**config.mk**
```make
export PLATFORM = sky130hd
export DESIGN_NAME = ofr_ctrl
export DESIGN_NICKNAME = d
export VERILOG_FILES = /design/src/core/ofr_pkg.sv /design/src/core/ofr_ctrl.sv
export SDC_FILE = /design/constraint.sdc
export NUM_CORES = 1
export LEC_CHECK = 0
export ABC_AREA = 1
export BUFFER_PORTS_ARGS = -buffer_cell sky130_fd_sc_hd__buf_2
export CAP_MARGIN = 25
export CORE_MARGIN = 1
export CORE_UTILIZATION = 55
export DETAILED_ROUTE_END_ITERATION = 8
export PLACE_DENSITY = 0.89
export SLEW_MARGIN = 25
export SYNTH_ARGS = -nofsm -noshare
export SYNTH_HDL_FRONTEND = slang
export SYNTH_SLANG_ARGS = --single-unit
```
**constraint.sdc**
```tcl
create_clock -name i_clk -period 4.75 [get_ports i_clk]
set_clock_uncertainty 0.2 [all_clocks]
set_input_delay 0.7125 -clock i_clk [delete_from_list [all_inputs] [get_ports i_clk]]
set_output_delay 0.7125 -clock i_clk [all_outputs]
set_load 0.005 [all_outputs]
```
**src/core/ofr_pkg.sv**
```systemverilog
// Package with constants, encodings and carriers of the output relay and fault block
package ofr_pkg;

   localparam int OFR_ADDR_W = 8;
   localparam int OFR_DATA_W = 32;
   localparam int OFR_NCH = 2;
   localparam int OFR_NIRQ = 4;

   // Register byte offsets
   localparam logic [7:0] OFR_OFF_OUTPUT = 8'h00;
   localparam logic [7:0] OFR_OFF_COUPLE = 8'h04;
   localparam logic [7:0] OFR_OFF_RELAY = 8'h08;
   localparam logic [7:0] OFR_OFF_FAULT = 8'h0c;
   localparam logic [7:0] OFR_OFF_PON = 8'h10;
   localparam logic [7:0] OFR_OFF_COMP = 8'h14;
   localparam logic [7:0] OFR_OFF_IRQ_STAT = 8'h18;
   localparam logic [7:0] OFR_OFF_IRQ_MASK = 8'h1c;

   // Field positions
   localparam int OFR_CMD_STATE_BIT = 4;
   localparam int OFR_RELAY_CH_BIT = 4;
   localparam int OFR_FSRC_LSB = 4;
   localparam int OFR_FAULT_LVL_BIT = 8;
   localparam int OFR_PEND_MODE_LSB = 4;
   localparam int OFR_PEND_FLAG_LSB = 8;

   // Status byte summary bit positions
   localparam int OFR_SB_QUESTIONABLE_SUMMARY_SELECT_BIT = 3;
   localparam int OFR_SB_ESB_BIT = 5;
   localparam int OFR_SB_RQS_BIT = 6;
   localparam int OFR_SB_OPERATION_SUMMARY_SELECT_BIT = 7;

   // Interrupt status bits
   localparam int OFR_IRQ_APPLY0 = 0;
   localparam int OFR_IRQ_APPLY1 = 1;
   localparam int OFR_IRQ_FAULT = 2;
   localparam int OFR_IRQ_LOADED = 3;

   // Bit 1 is the turn-on switching, bit 0 the turn-off switching, 1 = hot
   typedef enum logic [1:0] {
      relay_dry_on_dry_off,
      relay_dry_on_hot_off,
      relay_hot_on_dry_off,
      relay_hot_on_hot_off
   } ofr_relay_t;

   typedef enum logic [2:0] {
      src_off,
      questionable_summary_select,
      standard_event_select,
      request_service_select,
      operation_summary_select
   } ofr_fsrc_t;

   typedef enum logic [1:0] {
      slow_local_compensation,
      slow_remote_compensation,
      fast_local_compensation,
      fast_remote_compensation
   } ofr_comp_t;

   typedef enum logic [1:0] {ch_off, ch_on_step, ch_on, ch_off_step} ofr_chan_st_t;
   typedef enum logic {ph_load, ph_run} ofr_phase_t;

   // Reset and factory values
   localparam logic OFR_COUPLE_RST = 1'b1;
   localparam logic OFR_PON_RST = 1'b0;
   localparam logic [3:0] OFR_IRQ_MASK_RST = 4'h0;
   localparam ofr_relay_t OFR_RELAY_FACTORY = relay_hot_on_hot_off;
   localparam ofr_comp_t OFR_COMP_RST = fast_remote_compensation;
   localparam logic [2:0] OFR_FSRC_MAX = 3'h4;

   typedef struct packed {
      logic level_en;
      logic sense_closed;
      logic sense_check;
   } ofr_chan_out_t;

   typedef struct packed {
      ofr_relay_t [1:0] relay;
      logic recall_slot_zero_at_power_on;
   } ofr_nv_t;

   typedef struct packed {
      logic [OFR_ADDR_W-1:0] addr;
      logic [OFR_DATA_W-1:0] wdata;
      logic wr;
      logic rd;
   } ofr_bus_req_t;

   typedef struct packed {
      ofr_phase_t phase;
      logic [1:0] nv_valid_sync;
      logic [1:0] nv_blank_sync;
      ofr_nv_t nv_s1;
      ofr_nv_t nv_s2;
      logic [1:0] out_en;
      logic couple;
      ofr_relay_t [1:0] active;
      ofr_relay_t [1:0] pend_mode;
      logic [1:0] pend;
      ofr_chan_st_t [1:0] cst;
      ofr_chan_out_t [1:0] chan;
      logic fault_en;
      ofr_fsrc_t fault_src;
      logic fault;
      logic pon;
      ofr_comp_t comp;
      logic [3:0] irq_stat;
      logic [3:0] irq_mask;
      logic irq;
      logic [OFR_DATA_W-1:0] rdata;
      logic nv_write;
      ofr_nv_t nv_data;
      logic recall;
   } ofr_state_t;

endpackage

```
**src/core/ofr_ctrl.sv**
```systemverilog
// Output enable, coupling, relay sequencing, fault indicator and power-on control
// Behaviour
// - Per-channel output enable, readable, cleared at reset
// - Coupled enable command switches both outputs
// - Uncoupled, unnamed command acts on main output
// - New relay mode pending until output off
// - Relay mode per output, never coupled
// - Relay modes stored non-volatile, reloaded at power-up
// - Factory relay mode is hot-on hot-off
// - Relay mode: turn-on and turn-off dry/hot
// - Hot turn-on skips open sense check
// - Hot turn-on programs level before sense relay; hot turn-off opens sense relay before level
// - Fault indicator enable, settable and readable
// - Fault source picks status bit 3/5/6/7
// - Off source routes nothing to indicator
// - Power-on choice stored: defaults or recall slot 0
// - Four compensation settings, fast remote default
// - Coupling is coupled or uncoupled
`timescale 1ns/1ps
`default_nettype none

module ofr_ctrl
   import ofr_pkg::*;
(
   input wire logic i_clk,
   input wire logic i_reset_n,
   input wire logic [OFR_ADDR_W-1:0] i_addr,
   input wire logic [OFR_DATA_W-1:0] i_wdata,
   input wire logic i_wr,
   input wire logic i_rd,
   output logic [OFR_DATA_W-1:0] o_rdata,
   input wire logic [7:0] i_status_byte,
   input wire logic i_nv_valid,
   input wire logic i_nv_blank,
   input wire ofr_nv_t i_nv_data,
   output logic o_nv_write,
   output ofr_nv_t o_nv_data,
   output logic o_recall_slot_zero,
   output ofr_chan_out_t [1:0] o_chan,
   output ofr_comp_t o_comp,
   output logic o_fault_indicator_out,
   output logic o_irq
);

   ofr_state_t st_ff;
   ofr_state_t nxt_st;

   function automatic logic reg_hit(input logic [OFR_ADDR_W-1:0] a,
                                    input logic [OFR_ADDR_W-1:0] off);
      reg_hit = (a == off);
   endfunction

   function automatic logic fsrc_bit(input ofr_fsrc_t s, input logic [7:0] sb);
      case (s)
         questionable_summary_select: fsrc_bit = sb[OFR_SB_QUESTIONABLE_SUMMARY_SELECT_BIT];
         standard_event_select: fsrc_bit = sb[OFR_SB_ESB_BIT];
         request_service_select: fsrc_bit = sb[OFR_SB_RQS_BIT];
         operation_summary_select: fsrc_bit = sb[OFR_SB_OPERATION_SUMMARY_SELECT_BIT];
         default: fsrc_bit = 1'b0;
      endcase
   endfunction

   logic run;
   assign run = (st_ff.phase == ph_run);

   always_comb begin
      logic [3:0] ev;
      logic ch;
      logic onoff;
      ev = 4'h0;
      ch = 1'b0;
      onoff = 1'b0;
      nxt_st = st_ff;
      nxt_st.nv_valid_sync = {st_ff.nv_valid_sync[0], i_nv_valid};
      nxt_st.nv_blank_sync = {st_ff.nv_blank_sync[0], i_nv_blank};
      nxt_st.nv_s1 = i_nv_data;
      nxt_st.nv_s2 = st_ff.nv_s1;
      nxt_st.nv_write = 1'b0;
      nxt_st.recall = 1'b0;
      nxt_st.rdata = '0;

      // Power-up load from non-volatile storage
      case (st_ff.phase)
         ph_load: begin
            if (st_ff.nv_valid_sync[1]) begin
               nxt_st.phase = ph_run;
               ev[OFR_IRQ_LOADED] = 1'b1;
               if (st_ff.nv_blank_sync[1]) begin
                  // Erased storage gets the factory image written back
                  nxt_st.active = {OFR_RELAY_FACTORY, OFR_RELAY_FACTORY};
                  nxt_st.pon = OFR_PON_RST;
                  nxt_st.nv_data.relay = {OFR_RELAY_FACTORY, OFR_RELAY_FACTORY};
                  nxt_st.nv_data.recall_slot_zero_at_power_on = OFR_PON_RST;
                  nxt_st.nv_write = 1'b1;
               end else begin
                  nxt_st.active = st_ff.nv_s2.relay;
                  nxt_st.pon = st_ff.nv_s2.recall_slot_zero_at_power_on;
                  nxt_st.nv_data = st_ff.nv_s2;
                  nxt_st.recall = st_ff.nv_s2.recall_slot_zero_at_power_on;
               end
               nxt_st.pend_mode = nxt_st.active;
            end
         end
         ph_run: begin
         end
         default: begin
            nxt_st.phase = ph_load;
         end
      endcase

      // Relay sequencing per channel; active mode only changes while off
      for (int i = 0; i < OFR_NCH; i++) begin
         if (st_ff.pend[i] && st_ff.cst[i] == ch_off && !st_ff.out_en[i]) begin
            nxt_st.active[i] = st_ff.pend_mode[i];
            nxt_st.pend[i] = 1'b0;
            ev[i] = 1'b1;
         end
         case (st_ff.cst[i])
            ch_off: begin
               nxt_st.chan[i] = '0;
               if (st_ff.out_en[i]) begin
                  nxt_st.cst[i] = ch_on_step;
                  if (st_ff.active[i][1]) begin
                     // Hot on: level first, relay later, no lead check
                     nxt_st.chan[i].level_en = 1'b1;
                  end else begin
                     nxt_st.chan[i].sense_closed = 1'b1;
                     nxt_st.chan[i].sense_check = 1'b1;
                  end
               end
            end
            ch_on_step: begin
               nxt_st.chan[i].level_en = 1'b1;
               nxt_st.chan[i].sense_closed = 1'b1;
               nxt_st.chan[i].sense_check = 1'b0;
               nxt_st.cst[i] = ch_on;
            end
            ch_on: begin
               if (!st_ff.out_en[i]) begin
                  nxt_st.cst[i] = ch_off_step;
                  if (st_ff.active[i][0]) begin
                     nxt_st.chan[i].sense_closed = 1'b0;
                  end else begin
                     nxt_st.chan[i].level_en = 1'b0;
                  end
               end
            end
            ch_off_step: begin
               nxt_st.chan[i] = '0;
               nxt_st.cst[i] = ch_off;
            end
            default: begin
               nxt_st.chan[i] = '0;
               nxt_st.cst[i] = ch_off;
            end
         endcase
      end

      // Register writes; ignored until the power-up load is done
      if (i_wr && run) begin
         if (reg_hit(i_addr, OFR_OFF_OUTPUT)) begin
            onoff = i_wdata[OFR_CMD_STATE_BIT];
            if (st_ff.couple) begin
               nxt_st.out_en = {onoff, onoff};
            end else begin
               case (i_wdata[1:0])
                  2'h0: nxt_st.out_en[0] = onoff;
                  2'h1: nxt_st.out_en[0] = onoff;
                  2'h2: nxt_st.out_en[1] = onoff;
                  default: nxt_st.out_en = st_ff.out_en;
               endcase
            end
         end
         if (reg_hit(i_addr, OFR_OFF_COUPLE)) begin
            nxt_st.couple = i_wdata[0];
         end
         if (reg_hit(i_addr, OFR_OFF_RELAY)) begin
            ch = i_wdata[OFR_RELAY_CH_BIT];
            // Only the named channel, coupling does not matter
            nxt_st.pend[ch] = 1'b1;
            nxt_st.pend_mode[ch] = ofr_relay_t'(i_wdata[1:0]);
            nxt_st.nv_data.relay[ch] = ofr_relay_t'(i_wdata[1:0]);
            nxt_st.nv_write = 1'b1;
         end
         if (reg_hit(i_addr, OFR_OFF_FAULT)) begin
            nxt_st.fault_en = i_wdata[0];
            if (i_wdata[OFR_FSRC_LSB+2:OFR_FSRC_LSB] <= OFR_FSRC_MAX) begin
               nxt_st.fault_src = ofr_fsrc_t'(i_wdata[OFR_FSRC_LSB+2:OFR_FSRC_LSB]);
            end
         end
         if (reg_hit(i_addr, OFR_OFF_PON)) begin
            nxt_st.pon = i_wdata[0];
            nxt_st.nv_data.recall_slot_zero_at_power_on = i_wdata[0];
            nxt_st.nv_write = 1'b1;
         end
         if (reg_hit(i_addr, OFR_OFF_COMP)) begin
            nxt_st.comp = ofr_comp_t'(i_wdata[1:0]);
         end
         if (reg_hit(i_addr, OFR_OFF_IRQ_MASK)) begin
            nxt_st.irq_mask = i_wdata[3:0];
         end
      end

      // Fault indicator, registered so the pin never glitches
      nxt_st.fault = st_ff.fault_en && fsrc_bit(st_ff.fault_src, i_status_byte);
      ev[OFR_IRQ_FAULT] = nxt_st.fault && !st_ff.fault;

      // Reads answer in the next cycle; unmapped reads give zero
      if (i_rd) begin
         if (reg_hit(i_addr, OFR_OFF_OUTPUT)) begin
            nxt_st.rdata[1:0] = st_ff.out_en;
         end
         if (reg_hit(i_addr, OFR_OFF_COUPLE)) begin
            nxt_st.rdata[0] = st_ff.couple;
         end
         if (reg_hit(i_addr, OFR_OFF_RELAY)) begin
            nxt_st.rdata[3:0] = st_ff.active;
            nxt_st.rdata[OFR_PEND_MODE_LSB+3:OFR_PEND_MODE_LSB] = st_ff.pend_mode;
            nxt_st.rdata[OFR_PEND_FLAG_LSB+1:OFR_PEND_FLAG_LSB] = st_ff.pend;
         end
         if (reg_hit(i_addr, OFR_OFF_FAULT)) begin
            nxt_st.rdata[0] = st_ff.fault_en;
            nxt_st.rdata[OFR_FSRC_LSB+2:OFR_FSRC_LSB] = st_ff.fault_src;
            nxt_st.rdata[OFR_FAULT_LVL_BIT] = st_ff.fault;
         end
         if (reg_hit(i_addr, OFR_OFF_PON)) begin
            nxt_st.rdata[0] = st_ff.pon;
         end
         if (reg_hit(i_addr, OFR_OFF_COMP)) begin
            nxt_st.rdata[1:0] = st_ff.comp;
         end
         if (reg_hit(i_addr, OFR_OFF_IRQ_STAT)) begin
            nxt_st.rdata[3:0] = st_ff.irq_stat;
            nxt_st.irq_stat = 4'h0;
         end
         if (reg_hit(i_addr, OFR_OFF_IRQ_MASK)) begin
            nxt_st.rdata[3:0] = st_ff.irq_mask;
         end
      end

      // A new event beats the read clear
      nxt_st.irq_stat = nxt_st.irq_stat | ev;
      nxt_st.irq = |(nxt_st.irq_stat & nxt_st.irq_mask);
   end

   always_ff @(posedge i_clk) begin
      if (!i_reset_n) begin
         st_ff <= '0;
         st_ff.couple <= OFR_COUPLE_RST;
         st_ff.active <= {OFR_RELAY_FACTORY, OFR_RELAY_FACTORY};
         st_ff.pend_mode <= {OFR_RELAY_FACTORY, OFR_RELAY_FACTORY};
         st_ff.nv_data.relay <= {OFR_RELAY_FACTORY, OFR_RELAY_FACTORY};
         st_ff.pon <= OFR_PON_RST;
         st_ff.comp <= OFR_COMP_RST;
         st_ff.irq_mask <= OFR_IRQ_MASK_RST;
      end else begin
         st_ff <= nxt_st;
      end
   end

   assign o_rdata = st_ff.rdata;
   assign o_nv_write = st_ff.nv_write;
   assign o_nv_data = st_ff.nv_data;
   assign o_recall_slot_zero = st_ff.recall;
   assign o_chan = st_ff.chan;
   assign o_comp = st_ff.comp;
   assign o_fault_indicator_out = st_ff.fault;
   assign o_irq = st_ff.irq;

   AST_RESET_OFF: assert property (@(posedge i_clk)
      !i_reset_n |=> (st_ff.out_en == 2'b00) && (st_ff.chan == '0))
      else $error("Outputs not disabled after reset");

   AST_COUPLED_BOTH: assert property (@(posedge i_clk) disable iff (!i_reset_n)
      (i_wr && run && i_addr == OFR_OFF_OUTPUT && st_ff.couple)
      |=> st_ff.out_en == {2{$past(i_wdata[OFR_CMD_STATE_BIT])}})
      else $error("Coupled command did not switch both outputs");

   AST_UNCOUPLED_MAIN: assert property (@(posedge i_clk) disable iff (!i_reset_n)
      (i_wr && run && i_addr == OFR_OFF_OUTPUT && !st_ff.couple && i_wdata[1:0] == 2'h0)
      |=> (st_ff.out_en[0] == $past(i_wdata[OFR_CMD_STATE_BIT]))
         && (st_ff.out_en[1] == $past(st_ff.out_en[1])))
      else $error("Unnamed command did not act on main output alone");

   AST_PEND_HELD: assert property (@(posedge i_clk) disable iff (!i_reset_n)
      (run && st_ff.cst[0] != ch_off) |=> st_ff.active[0] == $past(st_ff.active[0]))
      else $error("Relay mode changed while output not off");

   AST_RELAY_SEPARATE: assert property (@(posedge i_clk) disable iff (!i_reset_n)
      (i_wr && run && i_addr == OFR_OFF_RELAY && !i_wdata[OFR_RELAY_CH_BIT])
      |=> (st_ff.pend_mode[1] == $past(st_ff.pend_mode[1])) && st_ff.pend[0] && st_ff.nv_write)
      else $error("Relay mode write leaked to other output");

   AST_FACTORY_LOAD: assert property (@(posedge i_clk) disable iff (!i_reset_n)
      (!run && st_ff.nv_valid_sync[1] && st_ff.nv_blank_sync[1])
      |=> st_ff.active == {relay_hot_on_hot_off, relay_hot_on_hot_off} && run)
      else $error("Blank storage did not give hot-hot modes");

   AST_HOT_ON_SEQ: assert property (@(posedge i_clk) disable iff (!i_reset_n)
      (st_ff.cst[0] == ch_off && st_ff.out_en[0] && st_ff.active[0][1])
      |=> (st_ff.chan[0].level_en && !st_ff.chan[0].sense_closed && !st_ff.chan[0].sense_check)
         ##1 (st_ff.chan[0].level_en && st_ff.chan[0].sense_closed))
      else $error("Hot turn-on order wrong");

   AST_FAULT_OUT: assert property (@(posedge i_clk) disable iff (!i_reset_n)
      1'b1 |=> st_ff.fault == ($past(st_ff.fault_en)
         && fsrc_bit($past(st_ff.fault_src), $past(i_status_byte))))
      else $error("Fault indicator does not follow enable and source");

   AST_FAULT_OFF_SRC: assert property (@(posedge i_clk) disable iff (!i_reset_n)
      (st_ff.fault_src == src_off) [*2] |-> !st_ff.fault)
      else $error("Fault indicator set with source off");

   AST_UNCOUPLED_SECOND: assert property (@(posedge i_clk) disable iff (!i_reset_n)
      (i_wr && run && i_addr == OFR_OFF_OUTPUT && !st_ff.couple && i_wdata[1:0] == 2'h2)
      |=> (st_ff.out_en[1] == $past(i_wdata[OFR_CMD_STATE_BIT]))
         && (st_ff.out_en[0] == $past(st_ff.out_en[0])))
      else $error("Named command did not act on its channel alone");

   AST_PEND_APPLY: assert property (@(posedge i_clk) disable iff (!i_reset_n)
      (run && st_ff.pend[1] && st_ff.cst[1] == ch_off && !st_ff.out_en[1])
      |=> (st_ff.active[1] == $past(st_ff.pend_mode[1])))
      else $error("Pending relay mode not applied while off");

   AST_DRY_ON_SEQ: assert property (@(posedge i_clk) disable iff (!i_reset_n)
      (st_ff.cst[1] == ch_off && st_ff.out_en[1] && !st_ff.active[1][1])
      |=> (!st_ff.chan[1].level_en && st_ff.chan[1].sense_closed && st_ff.chan[1].sense_check)
         ##1 (st_ff.chan[1].level_en && st_ff.chan[1].sense_closed))
      else $error("Dry turn-on order wrong");

   AST_HOT_OFF_SEQ: assert property (@(posedge i_clk) disable iff (!i_reset_n)
      (st_ff.cst[1] == ch_on && !st_ff.out_en[1] && st_ff.active[1][0])
      |=> (st_ff.chan[1].level_en && !st_ff.chan[1].sense_closed)
         ##1 (st_ff.chan[1] == '0))
      else $error("Hot turn-off order wrong");

   AST_DRY_OFF_SEQ: assert property (@(posedge i_clk) disable iff (!i_reset_n)
      (st_ff.cst[1] == ch_on && !st_ff.out_en[1] && !st_ff.active[1][0])
      |=> (!st_ff.chan[1].level_en && st_ff.chan[1].sense_closed)
         ##1 (st_ff.chan[1] == '0))
      else $error("Dry turn-off order wrong");

   AST_NV_RELOAD: assert property (@(posedge i_clk) disable iff (!i_reset_n)
      (!run && st_ff.nv_valid_sync[1] && !st_ff.nv_blank_sync[1])
      |=> (st_ff.active == $past(st_ff.nv_s2.relay)) && run)
      else $error("Stored relay modes not reloaded");

   AST_RECALL: assert property (@(posedge i_clk) disable iff (!i_reset_n)
      (!run && st_ff.nv_valid_sync[1] && !st_ff.nv_blank_sync[1])
      |=> st_ff.recall == $past(st_ff.nv_s2.recall_slot_zero_at_power_on))
      else $error("Power-on recall choice not followed");

   AST_FAULT_EN_WRITE: assert property (@(posedge i_clk) disable iff (!i_reset_n)
      (i_wr && run && i_addr == OFR_OFF_FAULT)
      |=> st_ff.fault_en == $past(i_wdata[0]))
      else $error("Fault indicator enable not written");

   AST_FAULT_SRC_REFUSED: assert property (@(posedge i_clk) disable iff (!i_reset_n)
      (i_wr && run && i_addr == OFR_OFF_FAULT
         && i_wdata[OFR_FSRC_LSB+2:OFR_FSRC_LSB] > OFR_FSRC_MAX)
      |=> st_ff.fault_src == $past(st_ff.fault_src))
      else $error("Unknown fault source code accepted");

   AST_COMP_WRITE: assert property (@(posedge i_clk) disable iff (!i_reset_n)
      (i_wr && run && i_addr == OFR_OFF_COMP)
      |=> st_ff.comp == $past(i_wdata[1:0]))
      else $error("Compensation setting not written");

   AST_COUPLE_WRITE: assert property (@(posedge i_clk) disable iff (!i_reset_n)
      (i_wr && run && i_addr == OFR_OFF_COUPLE)
      |=> st_ff.couple == $past(i_wdata[0]))
      else $error("Coupling setting not written");

endmodule

`default_nettype wire

```
==> metrics.md <==
| Metric | Value |
|---|---|
| Tmin final | 2.25 ns |
| Overall Global Routing Usage | 22.7% |
| Global-route wire length before repair | 11,300 um |
| Total grt overflow | 0 |
| DP HPWL | 5190 um |
| Met2 Usage GRT | 38.2% |
| Tcrit/Tclk final | 47.3% |
| PwrDens | 342 nW/um^2 |
| F_max | 0.445 GHz |
| Row count | 28 |
| Fin. Hold Viols | 0 |
| Synth top area cells | dfxtp_1, nand2_1, buf_4 |
| CTS resizes | 0 |
| Hold Crit Class | reg2reg |
| DP Cell Count | 567 |
| Post-synthesis area per instance | 7.50 sq um |
| Commonest cells in the netlist | nand2_1, dfxtp_1, inv_1 |
| Post-synth top area share | 41.2% |
| Area grow syn2layout | 7.66% |
| Simple-Gate Fraction of Synth Area | 23.5% |
| # setup viols final | 0 |
| Nets | 574 |
| Hold_buf cts | 0 |
| Post-synth ARST share | 0% |
| Setup slack after placement | 2.45 ns |
| Number of flops mapped to enable cells by yosys | 0 |
| Port bufs | 56 |
| CP Data Required Time | 4.78 ns |
| CP Class | reg2reg |
| Initial antenna violation count | 0 |
| Clock-pin slew on the worst setup and hold paths | 0.07 ns |
| Fill count | 551 |
| Ports | 108 |
| Register area share after synthesis | 41.2% |
| Synthesized area | 3500 sq um |
| Mux cell area share after synthesis | 0% |
| Distinct cells, synth | 35 |
| CTS Buf Count | 9 |
| Compound-gate portion of the synthesized area | 13.1% |
| Fin worst setup slack | 2.50 ns |
| Relative slew slack | 50.0% |
| Synth Area in XOR/XNOR | 0% |
| CTS tree | done |
| Vias in the first global route | 2,586 |
| Status | finished clean |
| Post-DRT Antenna Nets | 0 |
| Core region area | 6030 sq um |
| Ys Warns | 0 |
| MaxCap Viol Count | 0 |
| Critical Path Source | st_ff[92] |
| # H-tree levels | 3 |
| Worst slew pin tran | 0.747 ns |
| Met1 Use GR | 27.3% |
| Vias per cell | 5.09 |
| Setup Fix Bufs, Post-CTS | 0 |
| P_sw | 377 uW |
| Die ar. | 6680 sq um |
| Final TNS setup | 0 ns |
| CP Data Arrival Time | 2.28 ns |
| Latest clock arrival within the worst-skew pair | 0.35 ns |
| RSZ-0062 raised after global routing | no |
| Multi-input combinational cell area | 1510 sq um |
| Crit Reg-Reg Startpoint | st_ff[92] |
| Pleak | 1.90 nW |
| Met3 Resource Use GR | 4.78% |
| Most frequent cell after synthesis | nand2_1 |
| Internal | 911 uW |
| Synth Area in Adders | 4.29% |
| Crit. End Element | flop |
| Post-DP Area | 3590 sq um |
| Largest family of logic cells by synthesized area | simple AND/OR/NAND/NOR gates |
| Share of cells above drive strength 1 | 18.9% |
| Pins Over Slew Limit | 0 |
| Pwr Total | 1.29 mW |
| WL final | 7140 um |
| Initial Utilization | 58.0% |
| Largest net degree at the start of global routing | 45 |
| Ys flop type | dfxtp_1 |
| Largest area contributor in the netlist | dfxtp_1 |
| Clock Sinks | 72 |
| Worst Min Path Start | nxt_st[80] |
| Comb power frac | 15.1% |
| Max FO, Critical Path | 12 |
| Post-synthesis register bit count | 72 |
| Peak supply drop | 0.174 mV |
| Most used routing layer | met2 |
| Total number of vias | 2,969 |
| GP Congestion | 0.875 |
| First DRT Iteration DRCs | 208 |
| Max clock buf depth | 2 |
| Post-route cell area | 3760 sq um |
| FF/Latch Area | 1440 sq um |
| Drt pass-1 iters | 5 |
| Avg WL per Cell | 12.2 um |
| Post-route DRC | 0 |
| Seq pwr share | 51.2% |
| Clk pwr share | 33.7% |
| Root Driver | clkbuf_8 |
| Chip width | 81.7 um |
| Die Y | 81.7 um |
| Sw Share | 29.3% |
| Cells after Synth | 466 |
| Setup crit start kind | flop |
| Non-filler cells in the finished layout | 583 |
| Diodes inserted | 0 |
critical path, cell delays in order, from the launching register on:
cell and delay, ns:
dfxtp_1 0.34, inv_1 0.04, nor2_1 0.56, clkinv_1 0.49
nand2_1 0.15, nand2_1 0.06, o21ai_0 0.21, nand2_1 0.07
metrics by stage:
stage               hold slack, ns  utilization, %
floorplan                    0.190               -
global placement             0.193            59.6
detailed placement           0.200            59.6
CTS                          0.218            62.5
global route                 0.234            62.5
finish                       0.217            62.5
cell families (layout without fill, tap and decap cells):
group | after synthesis | in the layout
AO/OA/AOI/OAI | 80 | 80
buffers and inverters | 120 | 141
other | 1 | 22
adder cells (fa/ha/maj) | 12 | 12
AND/OR/NAND/NOR | 181 | 181
flip-flops | 72 | 72
cells in the final DEF, fill, tap and decap left out, drive strengths merged, types with 4 or more instances in the layout:
master,Yosys,final
nand2,104,104
buf,48,57
a21oi,18,18
o31ai,4,4
nand3,24,24
conb,1,22
ha,12,12
dfxtp,72,72
a31oi,7,7
nor3,8,8
clkbuf,4,11
o21ai,39,39
inv,66,66
nor2,38,38
clkinv,2,4
o211ai,5,5
area by class of cell:
cell class              count  area share (%)
multi-input cells         295            40.2
well taps                  75            2.49
repair buffers             57            7.64
clock buffers              11            3.76
clock inverters             5           0.864
flip-flops and latches     72            38.3
inverters                  68            6.78
path summary, 6_finish.rpt:
path	to	slack, ns	cells past startpoint
worst min-delay path	st_ff[80]	0.22	2
worst max register to register	o_nv_data[2]	2.50	7
worst max-delay path	o_nv_data[2]	2.50	7
worst min register to register	st_ff[80]	0.22	2
power groups by stage:
stage	logic, mW	registers [mW]	clock network, mW
floorplan	0.167	0.667	0
global placement	0.184	0.671	0
detailed placement	0.194	0.673	0
CTS	0.194	0.659	0.442
global route	0.231	0.663	0.472
finish	0.195	0.659	0.435
flip-flops by register name (all words and copies together) (netlist names):
signal	count
o_irq	1
o_rdata	10
nxt_st	7
o_chan	6
o_nv_write	1
o_recall_slot_zero	1
st_ff	37
o_comp	2
o_fault_indicator_out	1
o_nv_data	5
run	1
routing by layer:
metal  vias to the layer above  wire [um]
li1                       1496          -
met3                        14        428
met2                       101       3410
met5                         -          0
met1                      1358       3160
met4                         0        138
No activity file was read; power rests on OpenSTA's default activity.
